File: src/hdl/ebrpm_pkg.sv
// package: constants for the external bus release and pin mux block
package ebrpm_pkg;
   // strobe and acknowledge are active low; idle level is high
   localparam logic STROBE_IDLE = 1'h1;
   localparam logic ACK_IDLE    = 1'h1;
   // reset value of the program address bit carried on the shared pin
   localparam logic ADDR18_RST  = 1'h0;
   // arbiter states, one-hot
   typedef enum logic [2:0] {
      ARB_OWN     = 3'h1,
      ARB_HOLD    = 3'h2,
      ARB_RESUME  = 3'h4
   } ebrpm_state_t;
endpackage

File: src/hdl/ebrpm_sync.sv
// two-flop synchroniser for pin inputs
`timescale 1ns/1ps
`default_nettype none
module ebrpm_sync (
   // clock and reset
   input  wire logic ref_clk,
   input  wire logic rst_b,
   // data
   input  wire logic din,
   output logic      dout
);
   logic stage1;
   logic next_stage1;
   logic next_dout;

   // reset holds the idle-high level of an active-low pin
   always_comb begin
      next_stage1 = din;
      next_dout   = stage1;
   end

   always_ff @(posedge ref_clk) begin
      if (!rst_b) begin
         stage1 <= 1'h1;
         dout   <= 1'h1;
      end else begin
         stage1 <= next_stage1;
         dout   <= next_dout;
      end
   end
endmodule
`default_nettype wire

File: src/hdl/ebrpm_top.sv
// top: bus release handshake, io strobe and shared pin multiplexing
`timescale 1ns/1ps
`default_nettype none
// Notes on behaviour
// - io strobe only for cpu external io
// - dma io space never reaches external pins
// - host-port mode: strobe pin becomes general pin 3
// - mode low: shared pin is subsystem select input
// - mode high: shared pin drives address bit 18
// - float low tristates strobe and shared pin
// - request honoured, then address data control float
// - ack only while held and floated
// - float low tristates the acknowledge too
// - combined emulation pin low floats outputs, clock
module ebrpm_top (
   // clock and reset
   input  wire logic ref_clk,
   input  wire logic rst_b,
   // pins from outside
   input  wire logic bus_release_req_n,
   input  wire logic emulation_float_pin,
   input  wire logic external_io_mode,
   input  wire logic host_mux_select,
   input  wire logic subsystem_select_in,
   // cpu side
   input  wire logic cpuIoAccess,
   input  wire logic dmaIoAccess,
   input  wire logic busCycleActive,
   input  wire logic cpuAddrBit18,
   input  wire logic general_pin_3,
   input  wire logic timer_output,
   input  wire logic timerOnPin3,
   input  wire logic clkOutLevel,
   // strobe pin
   output logic      io_space_strobe_n,
   output logic      strobeOe_b,
   // shared select / address bit 18 pin
   output logic      program_addr_bit18,
   output logic      sharedOe_b,
   output logic      subsystem_select,
   // bus release
   output logic      bus_release_ack_n,
   output logic      ackOe_b,
   output logic      busFloat,
   output logic      busGrantStall,
   // clock output
   output logic      clkOutPin,
   output logic      clkOutOe_b
);
   logic reqSync;
   logic floatSync;
   logic modeRaw;
   logic hostRaw;
   logic selRaw;
   logic settling;
   logic modeSync;
   logic selSync;

   ebrpm_sync uReq   (.ref_clk(ref_clk), .rst_b(rst_b), .din(bus_release_req_n),
                      .dout(reqSync));
   ebrpm_sync uFloat (.ref_clk(ref_clk), .rst_b(rst_b), .din(emulation_float_pin),
                      .dout(floatSync));
   ebrpm_sync uMode  (.ref_clk(ref_clk), .rst_b(rst_b), .din(external_io_mode),
                      .dout(modeRaw));
   ebrpm_sync uHost  (.ref_clk(ref_clk), .rst_b(rst_b), .din(host_mux_select),
                      .dout(hostRaw));
   ebrpm_sync uSel   (.ref_clk(ref_clk), .rst_b(rst_b), .din(subsystem_select_in),
                      .dout(selRaw));
   // a constant low through the same two flops marks the window in which
   // the active-high pins still show the reset flush level, not the pin
   ebrpm_sync uSettle (.ref_clk(ref_clk), .rst_b(rst_b), .din(1'h0),
                      .dout(settling));

   ebrpm_pkg::ebrpm_state_t state;
   ebrpm_pkg::ebrpm_state_t next_state;

   // active-high pins are masked until the flush is over, so the shared pin
   // is never driven against an outside select right after reset
   logic hostMode;
   logic floatAll;
   assign modeSync = modeRaw && !settling;
   assign selSync  = selRaw && !settling;
   assign hostMode = hostRaw && !settling;
   assign floatAll = !floatSync;

   // grant only between cycles, so an in-flight cycle always completes
   always_comb begin
      next_state = state;
      case (state)
         ebrpm_pkg::ARB_OWN: begin
            if (!reqSync && !busCycleActive) next_state = ebrpm_pkg::ARB_HOLD;
         end
         ebrpm_pkg::ARB_HOLD: begin
            if (reqSync) next_state = ebrpm_pkg::ARB_RESUME;
         end
         ebrpm_pkg::ARB_RESUME: begin
            // one owning cycle keeps a re-grant from overlapping the release
            next_state = ebrpm_pkg::ARB_OWN;
         end
         default: next_state = ebrpm_pkg::ARB_OWN;
      endcase
   end

   always_ff @(posedge ref_clk) begin
      if (!rst_b) state <= ebrpm_pkg::ARB_OWN;
      else        state <= next_state;
   end

   // registered pin data
   logic next_strobe;
   logic next_addr18;
   logic next_sel;
   logic next_ack;
   logic next_clk;
   logic strobeReg;
   logic addrReg;
   logic selReg;
   logic ackReg;
   logic clkReg;

   always_comb begin
      // dma io space is internal only and never strobes the pin
      next_strobe = (cpuIoAccess && !dmaIoAccess) ? 1'h0 : ebrpm_pkg::STROBE_IDLE;
      if (hostMode) begin
         next_strobe = timerOnPin3 ? timer_output : general_pin_3;
      end
      next_addr18 = modeSync ? cpuAddrBit18 : ebrpm_pkg::ADDR18_RST;
      next_sel    = modeSync ? 1'h0 : selSync;
      next_ack    = (next_state == ebrpm_pkg::ARB_HOLD) ? 1'h0
                                                        : ebrpm_pkg::ACK_IDLE;
      // clock level is only retimed here; stopping it is the clock block's job
      next_clk    = clkOutLevel;
   end

   always_ff @(posedge ref_clk) begin
      if (!rst_b) begin
         strobeReg <= ebrpm_pkg::STROBE_IDLE;
         addrReg   <= ebrpm_pkg::ADDR18_RST;
         selReg    <= 1'h0;
         ackReg    <= ebrpm_pkg::ACK_IDLE;
         clkReg    <= 1'h0;
      end else begin
         strobeReg <= next_strobe;
         addrReg   <= next_addr18;
         selReg    <= next_sel;
         ackReg    <= next_ack;
         clkReg    <= next_clk;
      end
   end

   // bus floats a cycle ahead of the ack so ack never precedes the float
   logic inHold;
   assign inHold = (state == ebrpm_pkg::ARB_HOLD);
   assign busFloat      = inHold || (next_state == ebrpm_pkg::ARB_HOLD) || floatAll;
   // a pending request stops new cycles, so the grant is never starved
   assign busGrantStall = (state != ebrpm_pkg::ARB_OWN) || !reqSync;
   assign io_space_strobe_n  = strobeReg;
   // in hold the strobe and the shared address pin count as bus lines
   assign strobeOe_b         = floatAll || inHold;
   assign program_addr_bit18 = addrReg;
   assign sharedOe_b         = floatAll || !modeSync || inHold;
   assign subsystem_select   = selReg;
   assign bus_release_ack_n  = ackReg;
   assign ackOe_b            = floatAll;
   assign clkOutPin          = clkReg;
   assign clkOutOe_b         = floatAll;

   // checks
   ack_needs_float_a: assert property (@(posedge ref_clk) disable iff (!rst_b)
      !bus_release_ack_n |-> busFloat) else $error("ack without float");
   ack_in_hold_a: assert property (@(posedge ref_clk) disable iff (!rst_b)
      (bus_release_ack_n == 1'h0) == inHold) else $error("ack mismatch hold");
   float_ack_a: assert property (@(posedge ref_clk) disable iff (!rst_b)
      floatAll |-> ackOe_b && strobeOe_b && sharedOe_b && clkOutOe_b)
      else $error("outputs not floated");
   float_off_a: assert property (@(posedge ref_clk) disable iff (!rst_b)
      !floatAll |-> !ackOe_b && !clkOutOe_b) else $error("ack floated without float pin");
   cycle_finish_a: assert property (@(posedge ref_clk) disable iff (!rst_b)
      (state == ebrpm_pkg::ARB_OWN && busCycleActive) |=> state != ebrpm_pkg::ARB_HOLD)
      else $error("granted mid cycle");
   release_resume_a: assert property (@(posedge ref_clk) disable iff (!rst_b)
      (inHold && reqSync) |=> state == ebrpm_pkg::ARB_RESUME ##1 state == ebrpm_pkg::ARB_OWN)
      else $error("no resume");
   dma_no_strobe_a: assert property (@(posedge ref_clk) disable iff (!rst_b)
      (dmaIoAccess && !hostMode) |=> io_space_strobe_n) else $error("dma strobed");
   cpu_strobe_a: assert property (@(posedge ref_clk) disable iff (!rst_b)
      (cpuIoAccess && !dmaIoAccess && !hostMode) |=> !io_space_strobe_n)
      else $error("cpu strobe missing");
   shared_dir_a: assert property (@(posedge ref_clk) disable iff (!rst_b)
      !modeSync |-> sharedOe_b) else $error("shared pin driven as input");
   sel_input_a: assert property (@(posedge ref_clk) disable iff (!rst_b)
      !modeSync |=> subsystem_select == $past(selSync)) else $error("select not passed");
   addr_bit_a: assert property (@(posedge ref_clk) disable iff (!rst_b)
      modeSync |=> program_addr_bit18 == $past(cpuAddrBit18)) else $error("addr18 wrong");
   shared_addr_a: assert property (@(posedge ref_clk) disable iff (!rst_b)
      (modeSync && !inHold && !floatAll) |-> !sharedOe_b) else $error("addr18 not driven");
   sel_mode_high_a: assert property (@(posedge ref_clk) disable iff (!rst_b)
      modeSync |=> !subsystem_select) else $error("select seen in address mode");
   pin3_a: assert property (@(posedge ref_clk) disable iff (!rst_b)
      (hostMode && !timerOnPin3) |=> io_space_strobe_n == $past(general_pin_3))
      else $error("pin3 wrong");
   timer_pin3_a: assert property (@(posedge ref_clk) disable iff (!rst_b)
      (hostMode && timerOnPin3) |=> io_space_strobe_n == $past(timer_output))
      else $error("timer not on pin3");
   grant_edge_a: assert property (@(posedge ref_clk) disable iff (!rst_b)
      (state == ebrpm_pkg::ARB_OWN && !reqSync && !busCycleActive) |->
      busFloat ##1 (inHold && !bus_release_ack_n)) else $error("request not granted");
   hold_lines_a: assert property (@(posedge ref_clk) disable iff (!rst_b)
      inHold |-> busFloat && strobeOe_b && sharedOe_b) else $error("lines driven in hold");
   hold_stands_a: assert property (@(posedge ref_clk) disable iff (!rst_b)
      (inHold && !reqSync) |=> inHold && !bus_release_ack_n) else $error("hold dropped");

   // covers
   grant_c: cover property (@(posedge ref_clk) disable iff (!rst_b)
      state == ebrpm_pkg::ARB_OWN ##1 inHold ##[1:20] state == ebrpm_pkg::ARB_RESUME);
   float_c: cover property (@(posedge ref_clk) disable iff (!rst_b) floatAll ##1 !floatAll);
   strobe_c: cover property (@(posedge ref_clk) disable iff (!rst_b) !io_space_strobe_n);
   addr_c: cover property (@(posedge ref_clk) disable iff (!rst_b) !sharedOe_b);
   timer_c: cover property (@(posedge ref_clk) disable iff (!rst_b) hostMode && timerOnPin3);
endmodule
`default_nettype wire

File: config.mk
export PLATFORM = sky130hd
export DESIGN_NAME = ebrpm_top
export DESIGN_NICKNAME = d
export VERILOG_FILES = /design/src/hdl/ebrpm_pkg.sv /design/src/hdl/ebrpm_sync.sv /design/src/hdl/ebrpm_top.sv
export SDC_FILE = /design/constraint.sdc
export NUM_CORES = 1
export LEC_CHECK = 0
export CELL_PAD_IN_SITES_DETAIL_PLACEMENT = 0
export CELL_PAD_IN_SITES_GLOBAL_PLACEMENT = 2
export CORE_MARGIN = 2
export CORE_UTILIZATION = 37
export CTS_BUF_LIST = sky130_fd_sc_hd__clkbuf_8 sky130_fd_sc_hd__clkbuf_16
export DETAILED_ROUTE_END_ITERATION = 16
export DONT_BUFFER_PORTS = 1
export PLACE_DENSITY_LB_ADDON = 0.1
export SLEW_MARGIN = 30
export SYNTH_ARGS = -nofsm -noshare
export SYNTH_HDL_FRONTEND = slang
export SYNTH_HIERARCHICAL = 1
export SYNTH_SLANG_ARGS = --single-unit
File: constraint.sdc
create_clock -name ref_clk -period 1.7 [get_ports ref_clk]
set_input_delay 0.34 -clock ref_clk [delete_from_list [all_inputs] [get_ports ref_clk]]
set_output_delay 0.34 -clock ref_clk [all_outputs]
set_load 0.005 [all_outputs]
### Word-level counts from Yosys, hierarchy flattened

Cells that the tools add are included.

* flip-flop bits (word level): 20
* memories kept: 0
* latch bits: 0
* memory bits (writable): 0
* word-level logic and storage cells: 50
* input port bits: 15
* ROM bits: 0
* output and inout bits: 11

* equality and inequality tests: 4
* $mul: 0
* add/sub/neg operators: 0
* bitwise operators: 1
* shifts and indexed selects: 0
* div/mod/pow operators: 0
* reductions and logical operators: 19
* $lt $le $gt $ge: 0
* multiplexer cells: 8

Operator list (count)
* 3-bit by 2-bit equality test with 1-bit output (second input constant): 2
* 1-bit zero test: 6
* 1-bit logical OR: 6
* 3-bit two-way mux: 2
* 3-bit case mux with 2 select lines: 1
* 1-bit logical AND: 5
* 1-bit two-way mux: 5
* 3-bit by 1-bit equality test with 1-bit output (second input constant): 1
* 3-bit by 1-bit != test with 1-bit output (second input constant): 1
* 2-bit AND reduction: 1
* 2-bit OR reduction: 1
* 1-bit NOT: 1

### Depth between registers and ports, before layout

Gate-level depths: netlist of run 1.

* word-level depth: 7
* mapped depth: 2
* gate-level depth less buffers: 2

### Modules after synthesis

The synthesis of run 1 kept the hierarchy.

By module, submodules not included
* ebrpm_top: area each 354.1 sq um, times used 1, sequential area each 160.2 sq um, cells an instance 35
* ebrpm_sync: area each 52.6 sq um, times used 6, sequential area each 40.0 sq um, cells an instance 4

### Worst setup path after synthesis of run 1

No wires, ideal clock.

* kind: input port to output port
* start point: input busCycleActive
* end point: output busFloat
* path buffers: 0
* data required time: 1360 ps
* data arrival time: 915 ps
* path slack: 445 ps
* stages on the path: 2
* path through: or3b_1 > o221ai_1

* longest elaborated chain between the ends: 7

RTL lines
* start: declaration: RTL line ebrpm_top.sv:28 `input wire logic busCycleActive,`
* 1-bit zero test: RTL line ebrpm_top.sv:91 `if (!reqSync && !busCycleActive) next_state = ebrpm_pkg::ARB_HOLD;`
* 1-bit logical AND: RTL line ebrpm_top.sv:91
* 3-bit two-way mux: RTL line ebrpm_top.sv:91
* 3-bit case mux with 2 select lines: RTL line ebrpm_top.sv:89 `case (state)`
* 3-bit by 2-bit equality test with 1-bit output: RTL line ebrpm_top.sv:154 `assign busFloat = inHold || (next_state == ebrpm_pkg::ARB_HOLD) || floatAll;`
* 1-bit logical OR (2 in a row): RTL line ebrpm_top.sv:154
* end: declaration: RTL line ebrpm_top.sv:44 `output logic busFloat,`

No other way between the ends.

### Worst setup path in the final report of run 1

* start point: register state[1]
* end point: output busFloat

* longest elaborated chain between the ends: 5
* elaborated cells between the ends (all ways): 8
* classes of those cells: eq/ne: 3; mux: 3; reduce/logical: 2

RTL lines
* start: declaration: RTL line ebrpm_top.sv:74 `ebrpm_pkg::ebrpm_state_t state;`
* start signal: assignment: RTL line ebrpm_top.sv:105 `if (!rst_b) state <= ebrpm_pkg::ARB_OWN;`
* start signal: assignment: RTL line ebrpm_top.sv:106 `else state <= next_state;`
* 3-bit by 2-bit equality test with 1-bit output, or another cell as far along: RTL line ebrpm_top.sv:89, ebrpm_top.sv:153
* 3-bit case mux with 2 select lines: RTL line ebrpm_top.sv:89
* 3-bit by 2-bit equality test with 1-bit output: RTL line ebrpm_top.sv:154
* 1-bit logical OR * (2 in a row): RTL line ebrpm_top.sv:154

Mark *: on every way between the ends. The rest lies on a longest branch, timed or not.

==> flow_summary.ini, run 1 <==
[run_status]
status = finished, final reports clean

[worst_setup_path]
criticalPathCategory = register to primary output
max_stage_delay_ns = 0.44
r2r.worst_path.cells = 2
required_ns = 1.36
cp_cell_sequence = or3b_1, o221ai_2
slowest_stage = or3b_1
endpoint_kind = primary output
rrSetupSlack_ns = 0.52
crit_path_max_fanout = 5
critPathArrivalTime_ns = 1.22
crit_path_start_kind = register

[yosys]
yosys-top-cells-count = 20 x dfxtp_1, 15 x nand2b_1, 3 x nor2b_1, 2 x and3_1, 2 x o21ai_0
yosysWarnings = 6
synth_area_sq_um = 669.4
ys_types = 22
async_reset_ff_frac = 0
ys_seq_elements = 20
synth_largest_area_cell = dfxtp_1
synth_nets = 74
synth_edf_count = 0
synthTopCellsByArea = dfxtp_1 60%, nand2b_1 14%, nor2b_1 2.8%
ys_seq_area_frac = 0.5981
synth_top_area_frac = 0.5981
synth-main-ff-cell = dfxtp_1
syn_avg_cell_area_sq_um = 11.35
synth_cells = 59
synth.most_common_cell = dfxtp_1

[place]
post-place-ws_ns = 0.3705
io_buffers = 0
gp_congestion = 0.6866

[final_layout]
nets = 78
drive_above_1_share = 0.08197
diodes = 0
area_growth_pct = 10.65
largest_register_ffs = 3
top_register = state

[floorplanning]
start_util = 0.3919
dieHeight_um = 46.54
row_count = 15
core_area_sq_mm = 0.001708
die_w_um = 46.54
io_pins = 26
fp.dieArea_sq_mm = 0.002166

[routing]
antenna_left = 0
dr.pass1.iters = 4
avgViaCountPerCell = 4.477
drc = 0
drt_iter0_drc = 6
vias = 385
wl_um = 881
wl_per_cell_um = 10.24

[sta]
setup_tns_ns = 0
rsz0062_at_grt = no
fin_crit_sh = 0.9161
clock.fmax_mhz = 642.1
setup_viol = 0
fin_skew_ns = 0.001894
slew_viol_final = 0
whs_ns = 0.1645
min_period_ns = 1.557
hold_viol = 0
fin_ws_ns = 0.1427

[global_routing]
overflow = 0
antenna_found_initial = 0
grt_pass1_vias = 329
grt_pass1_wl_um = 1400
grt_max_degree = 20
grt_use_total = 0.1003

[cts]
htreeDepth = 1
cts_buffers = 3
cts_tree = built
clock-sinks = 20
clockBufferDepth = 2
postCtsSetupBuffers = 0
cts_root_buffer = clkbuf_8
worstSkewPairLatency_ns = 0.24
clkTransAtPathRegs_ns = 0.06

[hold_path]
holdPathStages = 1
hp-class = primary input to register

[power]
power_density_mw_per_mm2 = 1091
vdd_drop_max_uv = 606.4
p_leak_nw = 0.3042

[flow_run]
maxCapViolCount = 0
## worst max-delay path, delay by kind of cell, from the launching register on
kind,cells,cell delay [ns]
and+or+nand+nor,1,0.44
DFF,1,0.33
AOI/OAI and AO/OA,1,0.20
## logic make-up (layout without fill, tap and decap cells)
family                 count (synthesis)  after routing  synth area share
AND/OR/NAND/NOR                       28             28            0.2879
flip-flops                            20             20            0.5981
AO/OA/AOI/OAI                          7              7           0.07665
buffers and inverters                  2              4           0.01682
other                                  1              1          0.005602
multiplexers                           1              1           0.01495
## timing repair
| item | in CTS | in global routing |
|---|---|---|
| hold buffers | 0 | 0 |
| resized for setup | 0 | 1 |
| endpoints found under the hold margin | 0 | 0 |
| setup endpoints to repair | 0 | 1 |
## metrics by stage
step / instances / power, mW / utilization / instance area [sq um]
after detailed placement: 83 / 0.5328 / 0.4059 / 693.2
after global routing: 86 / 0.8557 / 0.4337 / 740.7
after global placement: 83 / 0.5316 / 0.4059 / 693.2
after CTS: 86 / 0.8230 / 0.4300 / 734.5
after floorplan: 59 / 0.5292 / - / 669.4
final: 86 / 0.8079 / 0.4337 / 740.7
## per-layer routing
layer | global-route usage | part of all wire
met1 | 0.1211 | 0.43
met2 | 0.1167 | 0.42
met3 | 0.07843 | 0.13
met4 | 0.06857 | 0.024
met5 | 0 | 0
## cell type report
class,instances,area [sq um]
inverters,1,3.754
multi-input cells,37,264.0
fillers,167,967.2
well taps,25,31.28
clock buffers,3,41.29
flip-flops and latches,20,400.4
## final timing paths
| kind | endpoint | startpoint |
|---|---|---|
| setup / recovery | busFloat | state[1] |
| hold / removal | uHost/dout | rst_b |
| setup reg to reg | bus_release_ack_n | state[1] |
| hold reg to reg | uMode/dout | uMode/next_dout |
## placed cells by master (no fill, tap or decap), drive strengths merged
cell / instances
dfxtp: 20
nand2b: 15
nor2b: 3
clkbuf: 3
o21ai: 2
and3: 2
inv: 1
or3b: 1
or2: 1
o221ai: 1
or4bb: 1
o211ai: 1
and2b: 1
nor4b: 1
and3b: 1
mux2i: 1
a32oi: 1
nor4bb: 1
a211o: 1
and2: 1
a211oi: 1
conb: 1
## power by group
part / internal (mW) / switching (mW) / total [mW]
logic: 0.0183 / 0.0110 / 0.0293
clock network: 0.157 / 0.128 / 0.285
registers: 0.486 / 0.00700 / 0.493
No activity file was read; power rests on OpenSTA's default activity.
==> inputs of run 2 (changes only) <==
--- a/config.mk
+++ b/config.mk
@@ -12,7 +12,9 @@
 export CTS_BUF_LIST = sky130_fd_sc_hd__clkbuf_8 sky130_fd_sc_hd__clkbuf_16
 export DETAILED_ROUTE_END_ITERATION = 16
 export DONT_BUFFER_PORTS = 1
+export MAX_ROUTING_LAYER = met4
 export PLACE_DENSITY_LB_ADDON = 0.1
+export RECOVER_POWER = 100
 export SLEW_MARGIN = 30
 export SYNTH_ARGS = -nofsm -noshare
 export SYNTH_HDL_FRONTEND = slang
==> run 2 against run 1 <==
Against the previous run:
- largest power group unchanged
- critical path depth unchanged
- final cell count unchanged
- sequential share of layout area unchanged
- largest cell class unchanged
==> flow_summary.ini, run 2 (synthesis gave the netlist of run 1 again) <==
[final_layout]
layout_common_cells = 20 x dfxtp_1, 15 x nand2b_1, 3 x nor2b_1, 3 x clkbuf_8
layout_commonest_cell = dfxtp_1
multiInputGateArea_sq_um = 264.0
largest_register_ffs = 3
nets = 78
area_growth_pct = 10.65
nFillCells = 167
top_register = state
fin_cells = 86
seq_area_sq_um = 400.4
diodes = 0
design_area_sq_um = 740.7
drive_above_1_share = 0.08197

[routing]
wl_um = 876
avgViaCountPerCell = 4.477
drc = 0
antenna_left = 0
dr.pass1.iters = 4
wl_per_cell_um = 10.19
vias = 385
drt_iter0_drc = 6

[global_routing]
grt_pass1_wl_um = 1400
grt_pass1_vias = 330
antenna_found_initial = 0
grt_use_total = 0.1032
grt_max_degree = 20
grtUsageMet1 = 0.1211
gr-max-usage-layer = met1
overflow = 0
met2_usage = 0.1167
met3_usage = 0.07843

[floorplanning]
io_pins = 26
start_util = 0.3919
dieHeight_um = 46.54
die_w_um = 46.54
core_area_sq_mm = 0.001708
row_count = 15
fp.dieArea_sq_mm = 0.002166

[power]
p_leak_nw = 0.3042
power_density_mw_per_mm2 = 1091
vdd_drop_max_uv = 606.2

[worst_setup_path]
required_ns = 1.36
endpoint_kind = primary output
crit_path_start_kind = register
critPathArrivalTime_ns = 1.22
criticalPathCategory = register to primary output
crit_path_max_fanout = 5

[sta]
rsz0062_at_grt = no
fin_skew_ns = 0.001904
setup_viol = 0
fin_crit_sh = 0.9160
setup_tns_ns = 0
clock.fmax_mhz = 642.1
whs_ns = 0.1645
hold_viol = 0
slew_viol_final = 0
min_period_ns = 1.557

[cts]
cts_buffers = 3
clockBufferDepth = 2
postCtsSetupBuffers = 0
worstSkewPairLatency_ns = 0.24
cts_tree = built
clkTransAtPathRegs_ns = 0.06
htreeDepth = 1
cts_root_buffer = clkbuf_8
cts-resized-gates = 0
hold_buffers = 0
clock-sinks = 20

[place]
dpl_cell_area_sq_um = 693.2
gp_congestion = 0.6938
dp.cells = 83
io_buffers = 0

[flow_run]
maxCapViolCount = 0

[run_status]
status = finished, final reports clean

[hold_path]
hp-class = primary input to register
## run 2: cell counts in the layout (fill, tap and decap cells not counted)
Identical to the previous run, type by type.
## run 2: per-stage QoR
stage / setup slack (ns) / power (mW) / utilization
floorplan: 0.4451 / 0.5292 / -
global placement: 0.3949 / 0.5316 / 0.4059
detailed placement: 0.3705 / 0.5328 / 0.4059
CTS: 0.09602 / 0.8230 / 0.4300
global route: 0.04207 / 0.8557 / 0.4337
finish: 0.1427 / 0.8079 / 0.4337
## run 2: routing by layer
layer	vias to the layer above	wire length (um)
met1	163	379
met3	2	113
li1	204	-
met2	16	365
met4	0	18
met5	-	0
## run 2: path summary, 6_finish.rpt
kind              slack (ns)  cells after the start            start           endpoint
setup / recovery        0.14                      2         state[1]           busFloat
hold reg to reg         0.41                      1  uMode/next_dout         uMode/dout
setup reg to reg        0.52                      2         state[1]  bus_release_ack_n
hold / removal          0.16                      1            rst_b         uHost/dout
## run 2: area by class of cell
cell class              count  area share
multi-input cells          37      0.3564
flip-flops and latches     20      0.5405
inverters                   1    0.005068
well taps                  25     0.04223
clock buffers               3     0.05574
## run 2: critical path: stages (launching register included)
cell	delay, ns
dfxtp_1	0.33
or3b_1	0.44
o221ai_2	0.20
## run 2: where the power goes
group | total (mW) | leakage (nW) | internal, mW | switching [mW]
Sequential | 0.493 | 0.165 | 0.486 | 0.00700
Combinational | 0.0293 | 0.118 | 0.0183 | 0.0110
Clock | 0.285 | 0.0216 | 0.157 | 0.128
Total | 0.808 | 0.304 | 0.661 | 0.146
==> inputs of run 3 (changes only) <==
--- a/config.mk
+++ b/config.mk
@@ -8,7 +8,7 @@
 export CELL_PAD_IN_SITES_DETAIL_PLACEMENT = 0
 export CELL_PAD_IN_SITES_GLOBAL_PLACEMENT = 2
 export CORE_MARGIN = 2
-export CORE_UTILIZATION = 37
+export CORE_UTILIZATION = 30
 export CTS_BUF_LIST = sky130_fd_sc_hd__clkbuf_8 sky130_fd_sc_hd__clkbuf_16
 export DETAILED_ROUTE_END_ITERATION = 16
 export DONT_BUFFER_PORTS = 1
==> run 3 against run 2 <==
Against the previous run:
- sequential share of layout area down 1.9 points
- fmax decreased by 2.2%
- first-iteration DRC count is the same
- clock-buffer cell count stayed put
- setup slack worse by 0.035 ns
- clock power is 64% higher
- critical path depth did not move
- die area up 21%
- register-to-register slack better by 0.02 ns
- sequential cell count did not move
- critical path type unchanged
- largest cell class unchanged
==> flow_summary.ini, run 3 (synthesis gave the netlist of run 1 again) <==
[run_status]
status = finished, final reports clean

[sta]
setup_viol = 0
slew_viol_final = 0
whs_ns = 0.1518
fin_crit_sh = 0.9368
rsz0062_at_grt = no
hold_viol = 0
setup_tns_ns = 0
fin_ws_ns = 0.1074
clock.fmax_mhz = 627.9
fin_skew_ns = 0.001602
min_period_ns = 1.593

[cts]
clock-sinks = 20
cts-resized-gates = 0
cts_buffers = 3
hold_buffers = 0
htreeDepth = 1
cts_root_buffer = clkbuf_8
worstSkewPairLatency_ns = 0.25
cts_tree = built
clkTransAtPathRegs_ns = 0.07
postCtsSetupBuffers = 0
clockBufferDepth = 2

[place]
dpl_cell_area_sq_um = 696.9
dp.cells = 86
dp_hpwl_um = 675
post-place-ws_ns = 0.3682
io_buffers = 0
gp_congestion = 0.7410

[power]
p_leak_nw = 0.3172
vdd_drop_max_uv = 586.4
power_density_mw_per_mm2 = 1287
totalPowerFinal_mw = 0.9888

[floorplanning]
start_util = 0.3085
core_area_sq_mm = 0.002170
io_pins = 26
die_w_um = 51.24
fp.dieArea_sq_mm = 0.002625
dieHeight_um = 51.24
row_count = 17

[final_layout]
area_growth_pct = 14.77
fin_cells = 90
drive_above_1_share = 0.08065
largest_register_ffs = 3
diodes = 0
nets = 78
layout_common_cells = 20 x dfxtp_1, 15 x nand2b_1, 3 x nor2b_1, 3 x clkbuf_8
top_register = state
nFillCells = 246
postLayoutCoreUtil = 0.3541
layout_commonest_cell = dfxtp_1
design_area_sq_um = 768.2

[worst_setup_path]
endpoint_kind = primary output
crit_path_max_fanout = 5
criticalPathCategory = register to primary output
required_ns = 1.36
crit_path_start_kind = register
r2r.worst_path.cells = 2
critPathArrivalTime_ns = 1.25
rrSetupSlack_ns = 0.54

[global_routing]
grt_pass1_vias = 384
overflow = 0
antenna_found_initial = 0
grt_use_total = 0.09424
grt_max_degree = 20
grt_pass1_wl_um = 1649

[routing]
dr.pass1.iters = 2
drt_iter0_drc = 6
drc = 0
wl_per_cell_um = 10.83
antenna_left = 0
avgViaCountPerCell = 4.356
vias = 392
wl_um = 975

[hold_path]
holdPathStages = 1
hp-class = primary input to register

[flow_run]
maxCapViolCount = 0
run 3: final timing paths:
| path | to | start |
|---|---|---|
| min | uReq/next_dout | rst_b |
| min reg2reg | uHost/dout | uHost/next_dout |
| max reg2reg | bus_release_ack_n | state[0] |
| max | busFloat | state[0] |
run 3: area by class of cell:
| type | instances | area (sq um) | share of cell area |
|---|---|---|---|
| inverters | 1 | 3.754 | 0.004886 |
| flip-flops and latches | 20 | 400.4 | 0.5212 |
| clock inverters | 1 | 30.03 | 0.03909 |
| multi-input cells | 37 | 257.7 | 0.3355 |
| clock buffers | 3 | 41.29 | 0.05375 |
| well taps | 28 | 35.03 | 0.04560 |
run 3: critical path: stages, from the launching register on:
cell,delay (ns)
dfxtp_1,0.36
or3b_1,0.40
o221ai_1,0.24
run 3: power breakdown:
group	total [mW]	leakage (nW)	switching, mW	internal, mW
combinational	0.0282	0.117	0.0104	0.0178
sequential	0.493	0.165	0.00719	0.486
clock	0.468	0.0357	0.154	0.314
total	0.989	0.317	0.171	0.818
run 3: layer usage:
layer	share of wire	global-route usage	vias up
met4	0.017	0.05263	0
li1	-	-	205
met2	0.44	0.1299	21
met5	0	-	-
met1	0.41	0.08925	164
met3	0.14	0.08187	2
